--- config.mk ---
export PLATFORM = sky130hd
export DESIGN_NAME = compact_timer
export DESIGN_NICKNAME = d
export VERILOG_FILES = /design/src/design/timer_pkg.sv /design/src/design/compact_timer.sv
export SDC_FILE = /design/constraint.sdc
export NUM_CORES = 1
export LEC_CHECK = 0
export ABC_AREA = 1
export BUFFER_PORTS_ARGS = -buffer_cell sky130_fd_sc_hd__buf_2
export CAP_MARGIN = 20
export CORE_MARGIN = 3
export CORE_UTILIZATION = 61
export CTS_BUF_LIST = sky130_fd_sc_hd__clkbuf_8 sky130_fd_sc_hd__clkbuf_16
export DETAILED_ROUTE_END_ITERATION = 12
export PLACE_DENSITY = 0.83
export SLEW_MARGIN = 40
export SYNTH_ARGS = -nofsm -noshare
export SYNTH_HDL_FRONTEND = slang
export SYNTH_SLANG_ARGS = --single-unit
--- constraint.sdc ---
create_clock -name i_clock -period 2.15 [get_ports i_clock]
set_clock_uncertainty 0.1 [all_clocks]
set_input_delay 0.3225 -clock i_clock [delete_from_list [all_inputs] [get_ports i_clock]]
set_output_delay 0.3225 -clock i_clock [all_outputs]
set_load 0.02 [all_outputs]
--- src/design/timer_pkg.sv ---
// Constants, field layouts and carrier types for the compact timer
package timer_pkg;

    // Register bus and field widths
    localparam int ADDR_W = 3;
    localparam int DATA_W = 8;
    localparam int CNT_W = 10;
    localparam int PERIOD_W = 3;
    localparam int LEN_W = 11;

    // Register offsets (byte registers on the plain port)
    localparam logic [2:0] ADDR_CTRL0 = 3'h0;
    localparam logic [2:0] ADDR_CTRL1 = 3'h1;
    localparam logic [2:0] ADDR_COUNT_LOW = 3'h2;
    localparam logic [2:0] ADDR_COUNT_HIGH = 3'h3;
    localparam logic [2:0] ADDR_CMP_A_LOW = 3'h4;
    localparam logic [2:0] ADDR_CMP_A_HIGH = 3'h5;
    localparam logic [2:0] ADDR_FLAGS = 3'h6;

    // Reset values and field helpers
    localparam logic [7:0] CTRL_RESET = 8'h00;
    localparam logic [7:0] DATA_ZERO = 8'h00;
    localparam logic [7:0] HIGH_UNUSED_MASK = 8'hFC;
    localparam logic [5:0] HIGH_PAD = 6'h00;
    localparam logic [CNT_W-1:0] COUNT_ZERO = 10'h000;
    localparam logic [CNT_W-1:0] COUNT_ONE = 10'h001;
    localparam logic [CNT_W-1:0] COUNT_MAX = 10'h3FF;
    localparam logic [PERIOD_W-1:0] PERIOD_ZERO = 3'h0;
    localparam logic [6:0] PERIOD_LOW_ZERO = 7'h00;
    localparam logic [LEN_W-1:0] FULL_PERIOD = 11'h400;
    localparam int FLAG_A_BIT = 0;
    localparam int FLAG_P_BIT = 1;

    // Operating modes
    localparam logic [1:0] MODE_COMPARE = 2'h0;
    localparam logic [1:0] MODE_UNDEF = 2'h1;
    localparam logic [1:0] MODE_PWM = 2'h2;
    localparam logic [1:0] MODE_TIMER = 2'h3;

    // Pin actions, compare mode and PWM mode
    localparam logic [1:0] ACT_NONE = 2'h0;
    localparam logic [1:0] ACT_LOW = 2'h1;
    localparam logic [1:0] ACT_HIGH = 2'h2;
    localparam logic [1:0] ACT_TOGGLE = 2'h3;
    localparam logic [1:0] ACT_FORCE_INACTIVE = 2'h0;
    localparam logic [1:0] ACT_FORCE_ACTIVE = 2'h1;
    localparam logic [1:0] ACT_WAVEFORM = 2'h2;

    // Counter clock selections
    localparam logic [2:0] CKS_SYS_DIV4 = 3'h0;
    localparam logic [2:0] CKS_SYS = 3'h1;
    localparam logic [2:0] CKS_FAST_DIV16 = 3'h2;
    localparam logic [2:0] CKS_FAST_DIV64 = 3'h3;
    localparam logic [2:0] CKS_SUB_A = 3'h4;
    localparam logic [2:0] CKS_SUB_B = 3'h5;
    localparam logic [2:0] CKS_EXT_RISE = 3'h6;
    localparam logic [2:0] CKS_EXT_FALL = 3'h7;
    localparam logic [5:0] DIV4_MASK = 6'h03;
    localparam logic [5:0] DIV16_MASK = 6'h0F;
    localparam logic [5:0] DIV64_MASK = 6'h3F;
    localparam logic [5:0] PRESCALE_ONE = 6'h01;

    // Sub clock emulated from the system clock
    localparam int SYS_CLOCK_HZ = 50_000_000;
    localparam int SUB_CLOCK_HZ = 32_768;
    localparam int SUB_DIV = SYS_CLOCK_HZ / SUB_CLOCK_HZ;
    localparam logic [10:0] SUB_LAST = 11'(SUB_DIV - 1);
    localparam logic [10:0] SUB_ZERO = 11'h000;
    localparam logic [10:0] SUB_ONE = 11'h001;

    // Register bus request
    typedef struct packed {
        logic [ADDR_W-1:0] addr;
        logic [DATA_W-1:0] wdata;
        logic wr;
        logic rd;
    } reg_req_s;

    // First control register, bit 7 first
    typedef struct packed {
        logic pause;
        logic [2:0] clock_select;
        logic module_enable;
        logic [PERIOD_W-1:0] period_compare_value;
    } ctrl0_s;

    // Second control register, bit 7 first
    typedef struct packed {
        logic mode_select_hi;
        logic mode_select_lo;
        logic pin_action_hi;
        logic pin_action_lo;
        logic output_initial_level;
        logic output_invert;
        logic period_duty_swap;
        logic clear_source_select;
    } ctrl1_s;

endpackage : timer_pkg

--- src/design/compact_timer.sv ---
// 10-bit compact timer with compare output, timer and PWM modes
//
// Summary of operation
// RULE_01 - Counter readable as low and high bytes
// RULE_02 - Compare-A value held as two writable bytes
// RULE_03 - Unused high-byte bits read as zero
// RULE_04 - Mode codes: compare, PWM, plain timer
// RULE_05 - Period match or overflow clears; both flags
// RULE_06 - Clear source high: A clears, no P
// RULE_07 - Compare-A zero: run to 3FF, no flag
// RULE_08 - Compare mode pin moves only on A match
// RULE_09 - A match drives pin high, low or toggles
// RULE_10 - Enable rise loads pin initial level
// RULE_11 - Timer mode like compare, pin undriven
// RULE_12 - PWM ignores clear source; swap picks roles
// RULE_13 - Swap zero: period from period value
// RULE_14 - Duty at or above period gives full duty
// RULE_15 - Swap one: compare-A sets period
// RULE_16 - PWM raises both flags on matches
// RULE_17 - PWM level, pin action and invert
// RULE_18 - PWM keeps counting while pin forced
// RULE_19 - Period value meets counter's top three bits
// RULE_20 - Enable rise zeroes counter; off holds value
// RULE_21 - Compare pin actions: none, low, high, toggle
// RULE_22 - PWM pin actions: inactive, active, waveform
// RULE_23 - Counter advances once per selected tick
`timescale 1ns/1ps

module compact_timer (
    // Clock and reset
    input wire logic i_clock,
    input wire logic i_resetn,
    // Register port
    input timer_pkg::reg_req_s i_bus,
    output logic [timer_pkg::DATA_W-1:0] o_rdata,
    // External counter clock pin
    input wire logic i_ext_clock,
    // Timer output pin
    output logic o_pin,
    output logic o_pin_oe,
    // Match flags
    output logic o_match_a_flag,
    output logic o_match_p_flag
);
    import timer_pkg::*;

    ctrl0_s ctrl0;
    ctrl1_s ctrl1;
    logic [CNT_W-1:0] compare_a_value;
    logic [CNT_W-1:0] count;
    logic enable_q;
    logic [5:0] prescale;
    logic [10:0] sub_count;
    logic sub_tick;
    logic ext_meta;
    logic ext_sync;
    logic ext_prev;
    logic pin_state;
    logic sel_tick;
    logic enable_rise;
    logic count_tick;
    logic [LEN_W-1:0] inc;
    logic match_a;
    logic match_p;
    logic overflow;
    logic clear_now;
    logic set_a;
    logic set_p;
    logic clr_a;
    logic clr_p;
    logic is_pwm;
    logic [1:0] mode;
    logic [1:0] action;
    logic [LEN_W-1:0] period_len;
    logic [LEN_W-1:0] duty;
    logic pwm_active;
    logic pwm_level;
    logic next_pin_state;
    logic [DATA_W-1:0] next_rdata;
    logic forced_level;

    assign mode = {ctrl1.mode_select_hi, ctrl1.mode_select_lo};
    assign action = {ctrl1.pin_action_hi, ctrl1.pin_action_lo};
    assign is_pwm = (mode == MODE_PWM); // RULE_04
    assign forced_level = ctrl1.output_initial_level ^ ctrl1.output_invert;

    // Register writes; mode bits should only change while off
    always_ff @(posedge i_clock or negedge i_resetn) begin
        if (!i_resetn) begin
            ctrl0 <= CTRL_RESET;
            ctrl1 <= CTRL_RESET;
            compare_a_value <= COUNT_ZERO;
        end else if (i_bus.wr) begin
            case (i_bus.addr)
                ADDR_CTRL0: ctrl0 <= i_bus.wdata;
                ADDR_CTRL1: ctrl1 <= i_bus.wdata;
                ADDR_CMP_A_LOW: compare_a_value[7:0] <= i_bus.wdata; // RULE_02
                ADDR_CMP_A_HIGH: compare_a_value[9:8] <= i_bus.wdata[1:0]; // RULE_02
                default: ;
            endcase
        end
    end

    // Read mux; unmapped offsets read zero
    always_comb begin
        next_rdata = DATA_ZERO;
        case (i_bus.addr)
            ADDR_CTRL0: next_rdata = ctrl0;
            ADDR_CTRL1: next_rdata = ctrl1;
            ADDR_COUNT_LOW: next_rdata = count[7:0]; // RULE_01
            ADDR_COUNT_HIGH: next_rdata = {HIGH_PAD, count[9:8]}; // RULE_03
            ADDR_CMP_A_LOW: next_rdata = compare_a_value[7:0];
            ADDR_CMP_A_HIGH: next_rdata = {HIGH_PAD, compare_a_value[9:8]}; // RULE_03
            ADDR_FLAGS: next_rdata = {HIGH_PAD, o_match_p_flag, o_match_a_flag};
            default: next_rdata = DATA_ZERO;
        endcase
    end

    // Read data stands only in the cycle after the strobe
    always_ff @(posedge i_clock or negedge i_resetn) begin
        if (!i_resetn) begin
            o_rdata <= DATA_ZERO;
        end else if (i_bus.rd) begin
            o_rdata <= next_rdata;
        end else begin
            o_rdata <= DATA_ZERO;
        end
    end

    // External clock pin synchroniser, edge taken after second stage
    always_ff @(posedge i_clock or negedge i_resetn) begin
        if (!i_resetn) begin
            ext_meta <= 1'b0;
            ext_sync <= 1'b0;
            ext_prev <= 1'b0;
        end else begin
            ext_meta <= i_ext_clock;
            ext_sync <= ext_meta;
            ext_prev <= ext_sync;
        end
    end

    // Free-running prescaler; fast clock taken as the system clock
    always_ff @(posedge i_clock or negedge i_resetn) begin
        if (!i_resetn) begin
            prescale <= 6'h00;
        end else begin
            prescale <= prescale + PRESCALE_ONE;
        end
    end

    // Sub clock divider gives a one-cycle enable
    always_ff @(posedge i_clock or negedge i_resetn) begin
        if (!i_resetn) begin
            sub_count <= SUB_ZERO;
            sub_tick <= 1'b0;
        end else if (sub_count == SUB_LAST) begin
            sub_count <= SUB_ZERO;
            sub_tick <= 1'b1;
        end else begin
            sub_count <= sub_count + SUB_ONE;
            sub_tick <= 1'b0;
        end
    end

    // Counter clock selection
    always_comb begin
        case (ctrl0.clock_select)
            CKS_SYS_DIV4: sel_tick = ((prescale & DIV4_MASK) == DIV4_MASK);
            CKS_SYS: sel_tick = 1'b1;
            CKS_FAST_DIV16: sel_tick = ((prescale & DIV16_MASK) == DIV16_MASK);
            CKS_FAST_DIV64: sel_tick = ((prescale & DIV64_MASK) == DIV64_MASK);
            CKS_SUB_A, CKS_SUB_B: sel_tick = sub_tick;
            CKS_EXT_RISE: sel_tick = ext_sync & ~ext_prev;
            CKS_EXT_FALL: sel_tick = ~ext_sync & ext_prev;
            default: sel_tick = 1'b0;
        endcase
    end

    // Enable edge and gated count tick
    assign enable_rise = ctrl0.module_enable & ~enable_q;
    assign count_tick = ctrl0.module_enable & ~ctrl0.pause & sel_tick & ~enable_rise; // RULE_23

    // Comparators look at the value the counter is about to take
    assign inc = {1'b0, count} + {1'b0, COUNT_ONE};
    assign match_a = count_tick && (compare_a_value != COUNT_ZERO)
                     && (inc[9:0] == compare_a_value); // RULE_07
    assign match_p = count_tick && (ctrl0.period_compare_value != PERIOD_ZERO)
                     && (inc[9:7] == ctrl0.period_compare_value)
                     && (inc[6:0] == PERIOD_LOW_ZERO); // RULE_19
    assign overflow = count_tick && (count == COUNT_MAX);

    // Clear source: PWM uses the swap bit, other modes the selector
    always_comb begin
        if (is_pwm) begin
            clear_now = ctrl1.period_duty_swap ? match_a : match_p; // RULE_12
        end else begin
            clear_now = ctrl1.clear_source_select ? match_a : match_p; // RULE_05 RULE_06
        end
    end

    // Flag sources; P blocked when A clears outside PWM
    assign set_a = match_a; // RULE_16
    assign set_p = (match_p | (overflow & (ctrl0.period_compare_value == PERIOD_ZERO)))
                   & (is_pwm | ~ctrl1.clear_source_select); // RULE_05 RULE_06 RULE_16
    assign clr_a = i_bus.wr && (i_bus.addr == ADDR_FLAGS) && i_bus.wdata[FLAG_A_BIT];
    assign clr_p = i_bus.wr && (i_bus.addr == ADDR_FLAGS) && i_bus.wdata[FLAG_P_BIT];

    // Enable history for edge detection
    always_ff @(posedge i_clock or negedge i_resetn) begin
        if (!i_resetn) begin
            enable_q <= 1'b0;
        end else begin
            enable_q <= ctrl0.module_enable;
        end
    end

    // Counter; overflow wraps through the 10-bit add
    always_ff @(posedge i_clock or negedge i_resetn) begin
        if (!i_resetn) begin
            count <= COUNT_ZERO;
        end else if (enable_rise) begin
            count <= COUNT_ZERO; // RULE_20
        end else if (count_tick) begin
            count <= clear_now ? COUNT_ZERO : inc[CNT_W-1:0]; // RULE_05 RULE_18
        end
    end

    // Sticky flags, write one clears, a new event wins over the clear
    always_ff @(posedge i_clock or negedge i_resetn) begin
        if (!i_resetn) begin
            o_match_a_flag <= 1'b0;
            o_match_p_flag <= 1'b0;
        end else begin
            o_match_a_flag <= (o_match_a_flag & ~clr_a) | set_a;
            o_match_p_flag <= (o_match_p_flag & ~clr_p) | set_p;
        end
    end

    // PWM period and duty lengths in counter clocks
    always_comb begin
        if (ctrl0.period_compare_value == PERIOD_ZERO) begin
            period_len = FULL_PERIOD;
        end else begin
            period_len = {ctrl0.period_compare_value, PERIOD_LOW_ZERO, 1'b0} >> 1;
        end
        duty = ctrl1.period_duty_swap ? period_len : {1'b0, compare_a_value}; // RULE_13 RULE_15
    end

    // Duty at or above period keeps the compare true all period
    assign pwm_active = ({1'b0, count} < duty); // RULE_14

    // PWM pin level before inversion
    always_comb begin
        case (action)
            ACT_FORCE_INACTIVE: pwm_level = ~ctrl1.output_initial_level; // RULE_22
            ACT_FORCE_ACTIVE: pwm_level = ctrl1.output_initial_level; // RULE_22
            ACT_WAVEFORM: pwm_level = pwm_active ? ctrl1.output_initial_level
                                                 : ~ctrl1.output_initial_level; // RULE_17
            default: pwm_level = ~ctrl1.output_initial_level;
        endcase
    end

    // Compare-mode pin state, loaded on enable rise, then moved only by A matches
    always_comb begin
        next_pin_state = pin_state;
        if (enable_rise) begin
            next_pin_state = ctrl1.output_initial_level; // RULE_10
        end else if (match_a && (mode == MODE_COMPARE)) begin // RULE_08
            case (action)
                ACT_LOW: next_pin_state = 1'b0; // RULE_21
                ACT_HIGH: next_pin_state = 1'b1; // RULE_21
                ACT_TOGGLE: next_pin_state = ~pin_state; // RULE_09
                default: next_pin_state = pin_state; // RULE_09
            endcase
        end
    end

    // Pin state register
    always_ff @(posedge i_clock or negedge i_resetn) begin
        if (!i_resetn) begin
            pin_state <= 1'b0;
        end else begin
            pin_state <= next_pin_state;
        end
    end

    // Output pin; timer mode leaves the pin free for other uses
    always_ff @(posedge i_clock or negedge i_resetn) begin
        if (!i_resetn) begin
            o_pin <= 1'b0;
            o_pin_oe <= 1'b0;
        end else begin
            o_pin <= (is_pwm ? pwm_level : pin_state) ^ ctrl1.output_invert; // RULE_17
            o_pin_oe <= (mode == MODE_COMPARE) || is_pwm; // RULE_11
        end
    end
endmodule : compact_timer

==> results of run 1 <==
## where the power goes
part           internal [mW]  switching (mW)
combinational          0.434           0.682
clock                  0.551           0.565
sequential              1.49           0.182
## per-layer routing
layer	track usage, %	vias to the layer above	wire [um]
met5	0	-	0
met4	13.4	0	515
met3	7.47	53	793
met2	48.1	178	5310
met1	37.3	1843	4590
li1	-	1867	-
## cell usage after synthesis (2+ instances only)
cell type	count
nand2_2	6
a221oi_1	7
nand3_1	31
nand3b_1	4
nand2_1	162
a21oi_1	10
nor2_4	2
nor2_1	54
o22ai_1	8
o21bai_1	2
nor3_1	9
clkbuf_1	5
dfrtp_1	71
nand4_1	7
xnor2_1	2
ha_1	17
buf_2	3
o21ai_0	37
xor2_1	7
inv_1	83
## critical path, delay by kind of cell, from the launching register on
family,cells,cell delay (ps)
flip-flops,1,450
buffers and inverters,2,280
AND/OR/NAND/NOR,11,1150
XOR/XNOR,1,140
## logic make-up after synthesis
logic type      after synthesis  share of synthesized area [%]
simple gates                281                           29.5
buf+inv                      91                           8.55
flops                        71                           44.0
compound gates               68                           9.76
fa+ha+maj                    17                           5.27
xor+xnor                     11                           2.91
## final timing paths
| path | from | to | slack, ps | cells past startpoint |
|---|---|---|---|---|
| setup / recovery | count[1]$_DFFE_PN0P_ | count[6]$_DFFE_PN0P_ | -50 | 14 |
| hold / removal | i_bus[6] | compare_a_value[4]$_DFFE_PN0P_ | 170 | 3 |
| setup reg to reg | count[1]$_DFFE_PN0P_ | count[6]$_DFFE_PN0P_ | -50 | 14 |
| hold reg to reg | ext_meta$_DFF_PN0_ | ext_sync$_DFF_PN0_ | 250 | 0 |
| max in group asynchronous | i_resetn | ctrl1[1]$_DFFE_PN0P_ | 1010 | 3 |
| min in group asynchronous | i_resetn | sub_count[10]$_DFF_PN0_ | 360 | 2 |
## timing repair
action | 4_1_cts | 5_1_grt
setup endpoints to repair | 11 | 14
endpoints found under the hold margin | 22 | 0
hold buffers | 2 | 0
resized for setup | 5 | 36
cloned | 0 | 1
pin swaps | 0 | 7
buffers inserted | 0 | 5
## area by class of cell
class	count	area [um^2]	area share, %
clock inverters	7	80.1	1.63
multi-input cells	378	2030	41.3
clock buffers	9	124	2.53
flip-flops and latches	71	1780	36.3
well taps	77	96.3	1.96
repair buffers	70	483	9.85
inverters	83	314	6.40
## sequential cells by signal, summed over array words and instances (netlist names)
signal and flops:
sub_count 11, ctrl1 6, o_match_p_flag 1, compare_a_value 10, ext_sync 1, action 2
pin_state 1, o_pin_oe 1, ext_meta 1, o_match_a_flag 1, enable_q 1, ext_prev 1
sub_tick 1, prescale 6, o_rdata 8, o_pin 1, ctrl0 8, count 10
## metrics by stage
stage                     instances  power [mW]  setup TNS, ps
after floorplan                 539        2.21              0
after global placement          671        2.61          -15.0
after detailed placement        671        2.63          -50.0
after CTS                       689        3.74              0
after global routing            695        4.09          -1780
final                           695        3.90           -313
==> results.ini, run 1 <==
[synthesis]
yosys_warnings = 0
postSynthCellCount = 539
synth-main-ff-cell = dfrtp_1
ys_seq_area_share_pct = 44.0
synth.area.top_cells = dfrtp_1, nand2_1, inv_1, ha_1, nor2_1
syn-num-nets = 572
yosysUniqueCellTypes = 32
netlist_area_um2 = 4040
synth-seq-cells = 71
synth_edf_count = 0
synth_top_area_share_pct = 44.0
synth_top_cell_by_area = dfrtp_1
synthArstFlopShare_pct = 100
avgSynthCellArea_um2 = 7.49

[finish]
stdcell_area_um2 = 4900
layout_commonest_cell = nand2_1
area_growth_pct = 21.5
mostFrequentLayoutCells = nand2_1, inv_1, dfrtp_1
nNetsFinal = 646
fillers = 464
antennaDiodeCount = 0
fin_util_pct = 76.8
drive_gt1_share_pct = 20.7

[place]
hpwl_um = 8280
numPortBuffers = 27
gp_congestion = 0.989
post-place-ws_ps = -27.4
place_area_um2 = 4520

[critical_path]
crit_top_cell = nand2_2
path_max_fanout = 5
slowest_delay_ps = 450
cp_cell_sequence = buf_6 -> nand2_2 -> nor2_4 -> nand2_2 -> nand2_2 -> nand2_2 -> buf_4 -> xor2_1 -> nor2_1 -> nand3_2 -> nand2_2 -> nand2_2 -> nand2_1 -> nand2_1
crit_arrival_ps = 2360
start_kind = flip-flop
cp.required_ps = 2310
cp-end-kind = flip-flop
slowest_stage = dfrtp_2
path_class = reg2reg

[die]
die_height_um = 87.4
ioPinCount = 28
die-area_um2 = 7630
coreArea_um2 = 6390
die-width_um = 87.4
row_count = 29
start_util_pct = 63.2

[sta]
worst_slack_ps = -54.2
maxSlewHeadroom_pct = 56.0
drv_slew = 0
report.final.setup_viol = 9
whs_ps = 166
min_period_ps = 2200
period_share_pct = 103
rsz0062_at_grt = yes
fmax_mhz = 454
tightestPinTransition_ps = 644
final_hold_viol_count = 0

[clock_tree]
cts_made_buffers = 9
clk_pin_slew_ps = 90
cts_buffer_depth = 2
cts_tree = done
insertion_delay_ps = 360
cts.sinks = 71
cts-htree-levels = 3
ctsRootBufferMaster = clkbuf_8

[power_and_ir_drop]
pwr_density_cell_nw_per_um2 = 796
leakagePower_nw = 2.55
ir_worst_vdd_mv = 0.657

[global_routing]
grt_pass1_wl_um = 17300
grt_max_degree = 40
overflow = 0
grt_pass1_vias = 3587
antenna_found_initial = 0
grtUsageTotal_pct = 29.7

[detailed_routing]
num_vias = 3941
wl_per_cell_um = 16.1
drcViolationCount = 0
viasPerCell = 5.67
wl_um = 11200
drtIter0Drc = 420
ant_nets = 0
dr.pass1.iters = 6

[min_path]
min-delay-path-class = in2reg

[run_status]
status = finished, violations left
violations = negative setup slack

[flow_run]
maxCapViolations = 0

Power figures use the tool's default switching activity.
==> inputs of run 2 (changes only) <==
--- a/config.mk
+++ b/config.mk
@@ -5,7 +5,6 @@
 export SDC_FILE = /design/constraint.sdc
 export NUM_CORES = 1
 export LEC_CHECK = 0
-export ABC_AREA = 1
 export BUFFER_PORTS_ARGS = -buffer_cell sky130_fd_sc_hd__buf_2
 export CAP_MARGIN = 20
 export CORE_MARGIN = 3
==> run 2 against run 1 <==
The run still ends with negative setup slack left. Via count is 2.5% lower. Hold slack lost 58 ps. Core utilization grew 5.7 points. Count of clock-buffer cells in the layout increased by 3. Largest cell class unchanged. Highest routed layer unchanged.
==> results.ini, run 2 <==
[critical_path]
worst_r2r_path_depth = 9  ; was 14
slowest_stage = dfrtp_2  ; unchanged
crit_cells = 9  ; was 14
path_class = reg2reg  ; unchanged
cp.required_ps = 2290  ; was 2310 ps
critPathCapture = count[6]$_DFFE_PN0P_  ; unchanged
slowest_delay_ps = 490  ; was 450 ps
r2r_start = count[1]$_DFFE_PN0P_  ; unchanged
cp-end-kind = flip-flop  ; unchanged
crit_family = compound AO/OA/AOI/OAI gates  ; was simple AND/OR/NAND/NOR gates
worstPathBufferInverterCount = 1  ; was 2
path_max_fanout = 8  ; was 5
cp_cell_sequence = ha_4 -> xor2_1 -> nor2_1 -> and4_1 -> o2111a_2 -> a41oi_4 -> buf_6 -> a21oi_1 -> o21ai_1  ; was buf_6 -> nand2_2 -> nor2_4 -> nand2_2 -> nand2_2 -> nand2_2 -> buf_4 -> xor2_1 -> nor2_1 -> nand3_2 -> nand2_2 -> nand2_2 -> nand2_1 -> nand2_1
start_kind = flip-flop  ; unchanged
reg2reg_setup_slack_ps = -300  ; was -50 ps
startpoint = count[1]$_DFFE_PN0P_  ; unchanged
crit_arrival_ps = 2600  ; was 2360 ps
worst_r2r_endpoint = count[6]$_DFFE_PN0P_  ; unchanged

[finish]
layout_commonest_cell = dfrtp_1  ; was nand2_1
nNetsFinal = 536  ; was 646
largestRegisters = sub_count: 11 flops, compare_a_value: 10 flops, count: 10 flops  ; unchanged
regMostFlops = sub_count  ; unchanged
fin_util_pct = 82.5  ; was 76.8%
antennaDiodeCount = 0  ; unchanged
drive_gt1_share_pct = 35.8  ; was 20.7%
mostFrequentLayoutCells = dfrtp_1, buf_4, nor2_1  ; was nand2_1, inv_1, dfrtp_1
largest_reg_flops = 11  ; unchanged
area_growth_pct = 27.7  ; was 21.5%

[place]
numPortBuffers = 27  ; unchanged
hpwl_um = 8050  ; was 8280 um
gp_congestion = 0.903  ; was 0.989

[clock_tree]
cts_buffer_depth = 2  ; unchanged
ctsRootBufferMaster = clkbuf_8  ; unchanged
clk_pin_slew_ps = 80  ; was 90 ps
insertion_delay_ps = 360  ; about the same
cts_tree = done  ; unchanged
cts_made_buffers = 9  ; unchanged
cts.sinks = 71  ; unchanged
cts-htree-levels = 3  ; unchanged

[global_routing]
grt_pass1_wl_um = 19100  ; was 17300 um
overflow = 0  ; unchanged
antenna_found_initial = 0  ; unchanged
grt_pass1_vias = 3747  ; was 3587
grtUsageTotal_pct = 32.6  ; was 29.7%
grt_max_degree = 45  ; was 40

[detailed_routing]
wl_um = 12600  ; was 11200 um
dr.pass1.iters = 8  ; was 6
wl_per_cell_um = 21.5  ; was 16.1 um
ant_nets = 0  ; unchanged
drcViolationCount = 0  ; unchanged
num_vias = 3842  ; was 3941
viasPerCell = 6.57  ; was 5.67
drtIter0Drc = 319  ; was 420

[synthesis]
synth-seq-cells = 71  ; unchanged
netlist_area_um2 = 4200  ; was 4040 um^2
synth.area.top_cells = dfrtp_1, mux2_2, ha_1, mux2i_1, nor2_1  ; was dfrtp_1, nand2_1, inv_1, ha_1, nor2_1
synth_top_area_share_pct = 42.3  ; was 44.0%
postSynthCellCount = 420  ; was 539
synthArstFlopShare_pct = 100  ; unchanged
synth_top_cell_by_area = dfrtp_1  ; unchanged
ys_seq_area_share_pct = 42.3  ; was 44.0%
syn-num-nets = 453  ; was 572
avgSynthCellArea_um2 = 9.99  ; was 7.49 um^2
synth-main-ff-cell = dfrtp_1  ; unchanged
yosysMostFrequentCell = dfrtp_1  ; was nand2_1
yosysUniqueCellTypes = 58  ; was 32
synth_common_cells = dfrtp_1, nor2_1, mux2_2, o21ai_0, nand2_1  ; was nand2_1, inv_1, dfrtp_1, nor2_1, o21ai_0
yosys_warnings = 0  ; unchanged
synth_edf_count = 0  ; unchanged

[run_status]
violations = negative setup slack  ; unchanged
status = finished, violations left  ; unchanged

[die]
die-width_um = 88.9  ; was 87.4 um
ioPinCount = 28  ; unchanged
row_count = 29  ; unchanged
start_util_pct = 64.6  ; was 63.2%
coreArea_um2 = 6490  ; was 6390 um^2
die_height_um = 88.9  ; was 87.4 um
die-area_um2 = 7910  ; was 7630 um^2

[sta]
setup_tns_ps = -2980  ; was -313 ps
rsz0062_at_grt = yes  ; unchanged
maxSlewHeadroom_pct = 54.2  ; was 56.0%
worst_slack_ps = -302  ; was -54.2 ps
fmax_mhz = 408  ; was 454 MHz
min_period_ps = 2450  ; was 2200 ps
final_hold_viol_count = 0  ; unchanged
drv_slew = 0  ; unchanged
tightestPinTransition_ps = 684  ; was 644 ps
report.final.setup_viol = 14  ; was 9
period_share_pct = 114  ; was 103%

[min_path]
min-delay-path-class = in2reg  ; unchanged

[power_and_ir_drop]
leakagePower_nw = 2.43  ; was 2.55 nW
ir_worst_vdd_mv = 0.647  ; was 0.657 mV
power_mw = 4.27  ; was 3.90 mW
pwr_density_cell_nw_per_um2 = 797  ; was 796 nW/um^2

[flow_run]
maxCapViolations = 0  ; unchanged

-- run 2: worst min path at each step --
stage	from	endpoint	slack [ps]	cells past startpoint
after floorplan	i_resetn	action[0]$_DFFE_PN0P_	-70	0
after global routing	i_bus[8]	ctrl1[6]$_DFFE_PN0P_	110	3
after CTS	i_bus[8]	ctrl1[6]$_DFFE_PN0P_	90	3
final	i_bus[8]	ctrl1[6]$_DFFE_PN0P_	110	3
after global placement	ext_meta$_DFF_PN0_	ext_sync$_DFF_PN0_	260	0
after detailed placement	ext_meta$_DFF_PN0_	ext_sync$_DFF_PN0_	250	0
-- run 2: per-layer routing --
metal | part of all wire, % | track usage, % | vias up
li1 | - | - | 1664
met1 | 37 | 40.3 | 1889
met2 | 50 | 56.2 | 237
met3 | 8.2 | 6.64 | 52
met4 | 4.3 | 13.1 | 0
met5 | 0 | 0 | -
-- run 2: cells by family (layout without fill, tap and decap cells) --
family / after synthesis / count (layout) / synth area share (%)
simple gates: 150 / 151 / 19.5
compound gates: 76 / 76 / 11.7
flops: 71 / 71 / 42.3
mux: 42 / 42 / 11.1
buf+inv: 37 / 124 / 4.11
xor+xnor: 27 / 27 / 6.29
fa+ha+maj: 17 / 17 / 5.07
-- run 2: final cells by class --
class / count / area (um^2)
clock buffer: 12 / 165
clock inverter: 4 / 76.3
fill: 314 / 1140
inverter: 16 / 60.1
multi-input combinational: 313 / 2490
sequential: 71 / 1780
tap: 77 / 96.3
timing repair buffer: 92 / 687
-- run 2: what timing repair did --
item	CTS	global route
setup buffers	5	5
endpoints found under the hold margin	28	0
gates resized for setup	15	36
hold buffers	2	0
pin swaps	17	22
gates cloned	0	1
endpoints found under the setup margin	14	14
-- run 2: worst min-delay path, delay by kind of cell --
kind,cells,cell delay [ps]
buf+inv,1,100
compound gates,1,60
simple gates,1,50
-- run 2: metrics by stage --
| stage | hold slack, ps | cell area [um^2] | cells | setup WS [ps] |
|---|---|---|---|---|
| finish | 107 | 5360 | 585 | -302 |
| global placement | 261 | 4790 | 556 | -152 |
| floorplan | -73.1 | 4270 | 420 | -32.4 |
| detailed placement | 247 | 4790 | 556 | -280 |
| CTS | 92.2 | 5160 | 579 | -196 |
| global route | 111 | 5360 | 585 | -389 |
-- run 2: where the power goes --
part / internal [mW] / switching, mW / leakage [nW]
Combinational: 0.626 / 0.656 / 1.43
Sequential: 1.49 / 0.217 / 0.885
Clock: 0.750 / 0.526 / 0.119
==> inputs of run 3 (changes only) <==
--- a/config.mk
+++ b/config.mk
@@ -11,7 +11,7 @@
 export CORE_UTILIZATION = 61
 export CTS_BUF_LIST = sky130_fd_sc_hd__clkbuf_8 sky130_fd_sc_hd__clkbuf_16
 export DETAILED_ROUTE_END_ITERATION = 12
-export PLACE_DENSITY = 0.83
+export PLACE_DENSITY = 0.8
 export SLEW_MARGIN = 40
 export SYNTH_ARGS = -nofsm -noshare
 export SYNTH_HDL_FRONTEND = slang
==> run 3 against run 2 <==
The flow still finishes with violations (negative setup slack). Hold slack lost 0.65 ps. Cell area is 4.5% higher. Power is 3.9% higher. Count of clock-buffer cells in the layout fell by 3. Global-route usage grew 0.48 points. Sequential power barely moved. Critical path depth increased by 1. Non-clock buffer count increased by 19. Final cell count up 3.1%. Via count grew 3.1%. Sequential share of layout area is 1.4 points lower. Largest power group unchanged.
==> results.ini, run 3 (synthesis results as in run 2) <==
[global_routing]
antenna_found_initial = 0  ; unchanged
overflow = 0  ; unchanged
grt_max_degree = 26  ; was 45
grt_pass1_wl_um = 19500  ; was 19100 um
grt_pass1_vias = 3945  ; was 3747
grtUsageTotal_pct = 33.1  ; was 32.6%

[sta]
worst_slack_ps = -281  ; was -302 ps
min_period_ps = 2430  ; was 2450 ps
period_share_pct = 113  ; was 114%
final_hold_viol_count = 0  ; unchanged
report.final.setup_viol = 14  ; unchanged
tightestPinTransition_ps = 648  ; was 684 ps
drv_slew = 0  ; unchanged
whs_ps = 107  ; about the same
rsz0062_at_grt = yes  ; unchanged
maxSlewHeadroom_pct = 56.8  ; was 54.2%
fmax_mhz = 411  ; was 408 MHz

[critical_path]
cp.required_ps = 2280  ; was 2290 ps
r2r_start = count[6]$_DFFE_PN0P_  ; was count[1]$_DFFE_PN0P_
reg2reg_setup_slack_ps = -280  ; was -300 ps
worst_r2r_endpoint = count[9]$_DFFE_PN0P_  ; was count[6]$_DFFE_PN0P_
crit_arrival_ps = 2560  ; was 2600 ps
cp-end-kind = flip-flop  ; unchanged
startpoint = count[6]$_DFFE_PN0P_  ; was count[1]$_DFFE_PN0P_
path_max_fanout = 7  ; was 8
worst_r2r_path_depth = 10  ; was 9
path_class = reg2reg  ; unchanged
start_kind = flip-flop  ; unchanged

[power_and_ir_drop]
leakagePower_nw = 2.57  ; was 2.43 nW
pwr_density_cell_nw_per_um2 = 792  ; was 797 nW/um^2
power_mw = 4.43  ; was 4.27 mW
ir_worst_vdd_mv = 0.616  ; was 0.647 mV

[die]
ioPinCount = 28  ; unchanged
row_count = 29  ; unchanged
die_height_um = 88.9  ; unchanged
start_util_pct = 64.6  ; unchanged
die-area_um2 = 7910  ; unchanged
die-width_um = 88.9  ; unchanged
coreArea_um2 = 6490  ; unchanged

[clock_tree]
cts-htree-levels = 3  ; unchanged
cts_made_buffers = 9  ; unchanged
cts_buffer_depth = 2  ; unchanged
cts.sinks = 71  ; unchanged
cts_tree = done  ; unchanged
ctsRootBufferMaster = clkbuf_8  ; unchanged
clk_pin_slew_ps = 80  ; about the same
insertion_delay_ps = 350  ; was 360 ps

[place]
hpwl_um = 7970  ; was 8050 um
gp_congestion = 0.959  ; was 0.903
post-place-ws_ps = -276  ; was -280 ps
numPortBuffers = 27  ; unchanged

[finish]
area_growth_pct = 33.5  ; was 27.7%
regMostFlops = sub_count  ; unchanged
drive_gt1_share_pct = 39.0  ; was 35.8%
largestRegisters = sub_count: 11 flops, compare_a_value: 10 flops, count: 10 flops  ; unchanged
mostFrequentLayoutCells = dfrtp_1, buf_4, nor2_1  ; unchanged
largest_reg_flops = 11  ; unchanged
fin_util_pct = 86.2  ; was 82.5%
fillers = 305  ; was 314
antennaDiodeCount = 0  ; unchanged
nNetsFinal = 554  ; was 536

[min_path]
min-delay-path-class = in2reg  ; unchanged
min_path_cells = 3  ; unchanged
min_to = ctrl1[6]$_DFFE_PN0P_  ; unchanged
min_from = i_bus[8]  ; unchanged

[run_status]
violations = negative setup slack  ; unchanged
status = finished, violations left  ; unchanged

[detailed_routing]
drtIter0Drc = 443  ; was 319
num_vias = 3960  ; was 3842
wl_um = 12900  ; was 12600 um
ant_nets = 0  ; unchanged
wl_per_cell_um = 21.4  ; was 21.5 um
drcViolationCount = 0  ; unchanged
dr.pass1.iters = 5  ; was 8
viasPerCell = 6.57  ; about the same

[flow_run]
maxCapViolations = 0  ; unchanged

## run 3: worst max-delay path by stage
stage | end | slack [ps]
CTS | pin_state$_DFFE_PN0P_ | -200
detailed placement | pin_state$_DFFE_PN0P_ | -280
global route | count[9]$_DFFE_PN0P_ | -330
floorplan | pin_state$_DFFE_PN0P_ | -30
global placement | o_pin$_DFF_PN0_ | -200
finish | count[9]$_DFFE_PN0P_ | -280
## run 3: critical path, cell delays in order, from the launching register on
cell     delay [ps]
dfrtp_1         450
buf_6           170
xnor2_1         280
o21ai_0         160
nor3_1          210
o31a_1          230
a41oi_4         140
buf_12          170
buf_8           120
a31oi_1         150
mux2i_1         110
## run 3: routing by layer
layer	GRT usage [%]	wire [um]	vias up
li1	-	-	1701
met1	39.5	4890	1939
met2	57.4	6450	254
met3	5.53	965	66
met4	17.5	588	0
met5	0	0	-
## run 3: metrics by stage
step / instance area [um^2] / TNS (ps) / cells
4_1_cts: 5460 / -1710 / 596
3_3_place_gp: 4910 / -1760 / 570
5_1_grt: 5600 / -3640 / 603
6_report: 5600 / -2840 / 603
2_1_floorplan: 4270 / -32.4 / 420
3_5_place_dp: 4910 / -3200 / 570
## run 3: what timing repair did
action / 4_1_cts / 5_1_grt
gates resized for setup: 46 / 19
buffers inserted: 8 / 7
hold buffers: 2 / 0
pin swaps: 43 / 21
endpoints found under the setup margin: 14 / 14
hold endpoints to repair: 22 / 0
## run 3: final cells by class
cell class | count | area, um^2 | area share [%]
Multi-Input combinational cell | 312 | 2520 | 45.1
Clock buffer | 9 | 124 | 2.21
Clock inverter | 7 | 143 | 2.55
Timing Repair Buffer | 111 | 870 | 15.5
Sequential cell | 71 | 1780 | 31.8
Inverter | 16 | 60.1 | 1.07
Tap cell | 77 | 96.3 | 1.72
## run 3: report_power, final
group | total (mW) | internal, mW | switching (mW)
Clock | 1.44 | 0.892 | 0.549
Sequential | 1.71 | 1.49 | 0.214
Combinational | 1.28 | 0.629 | 0.655
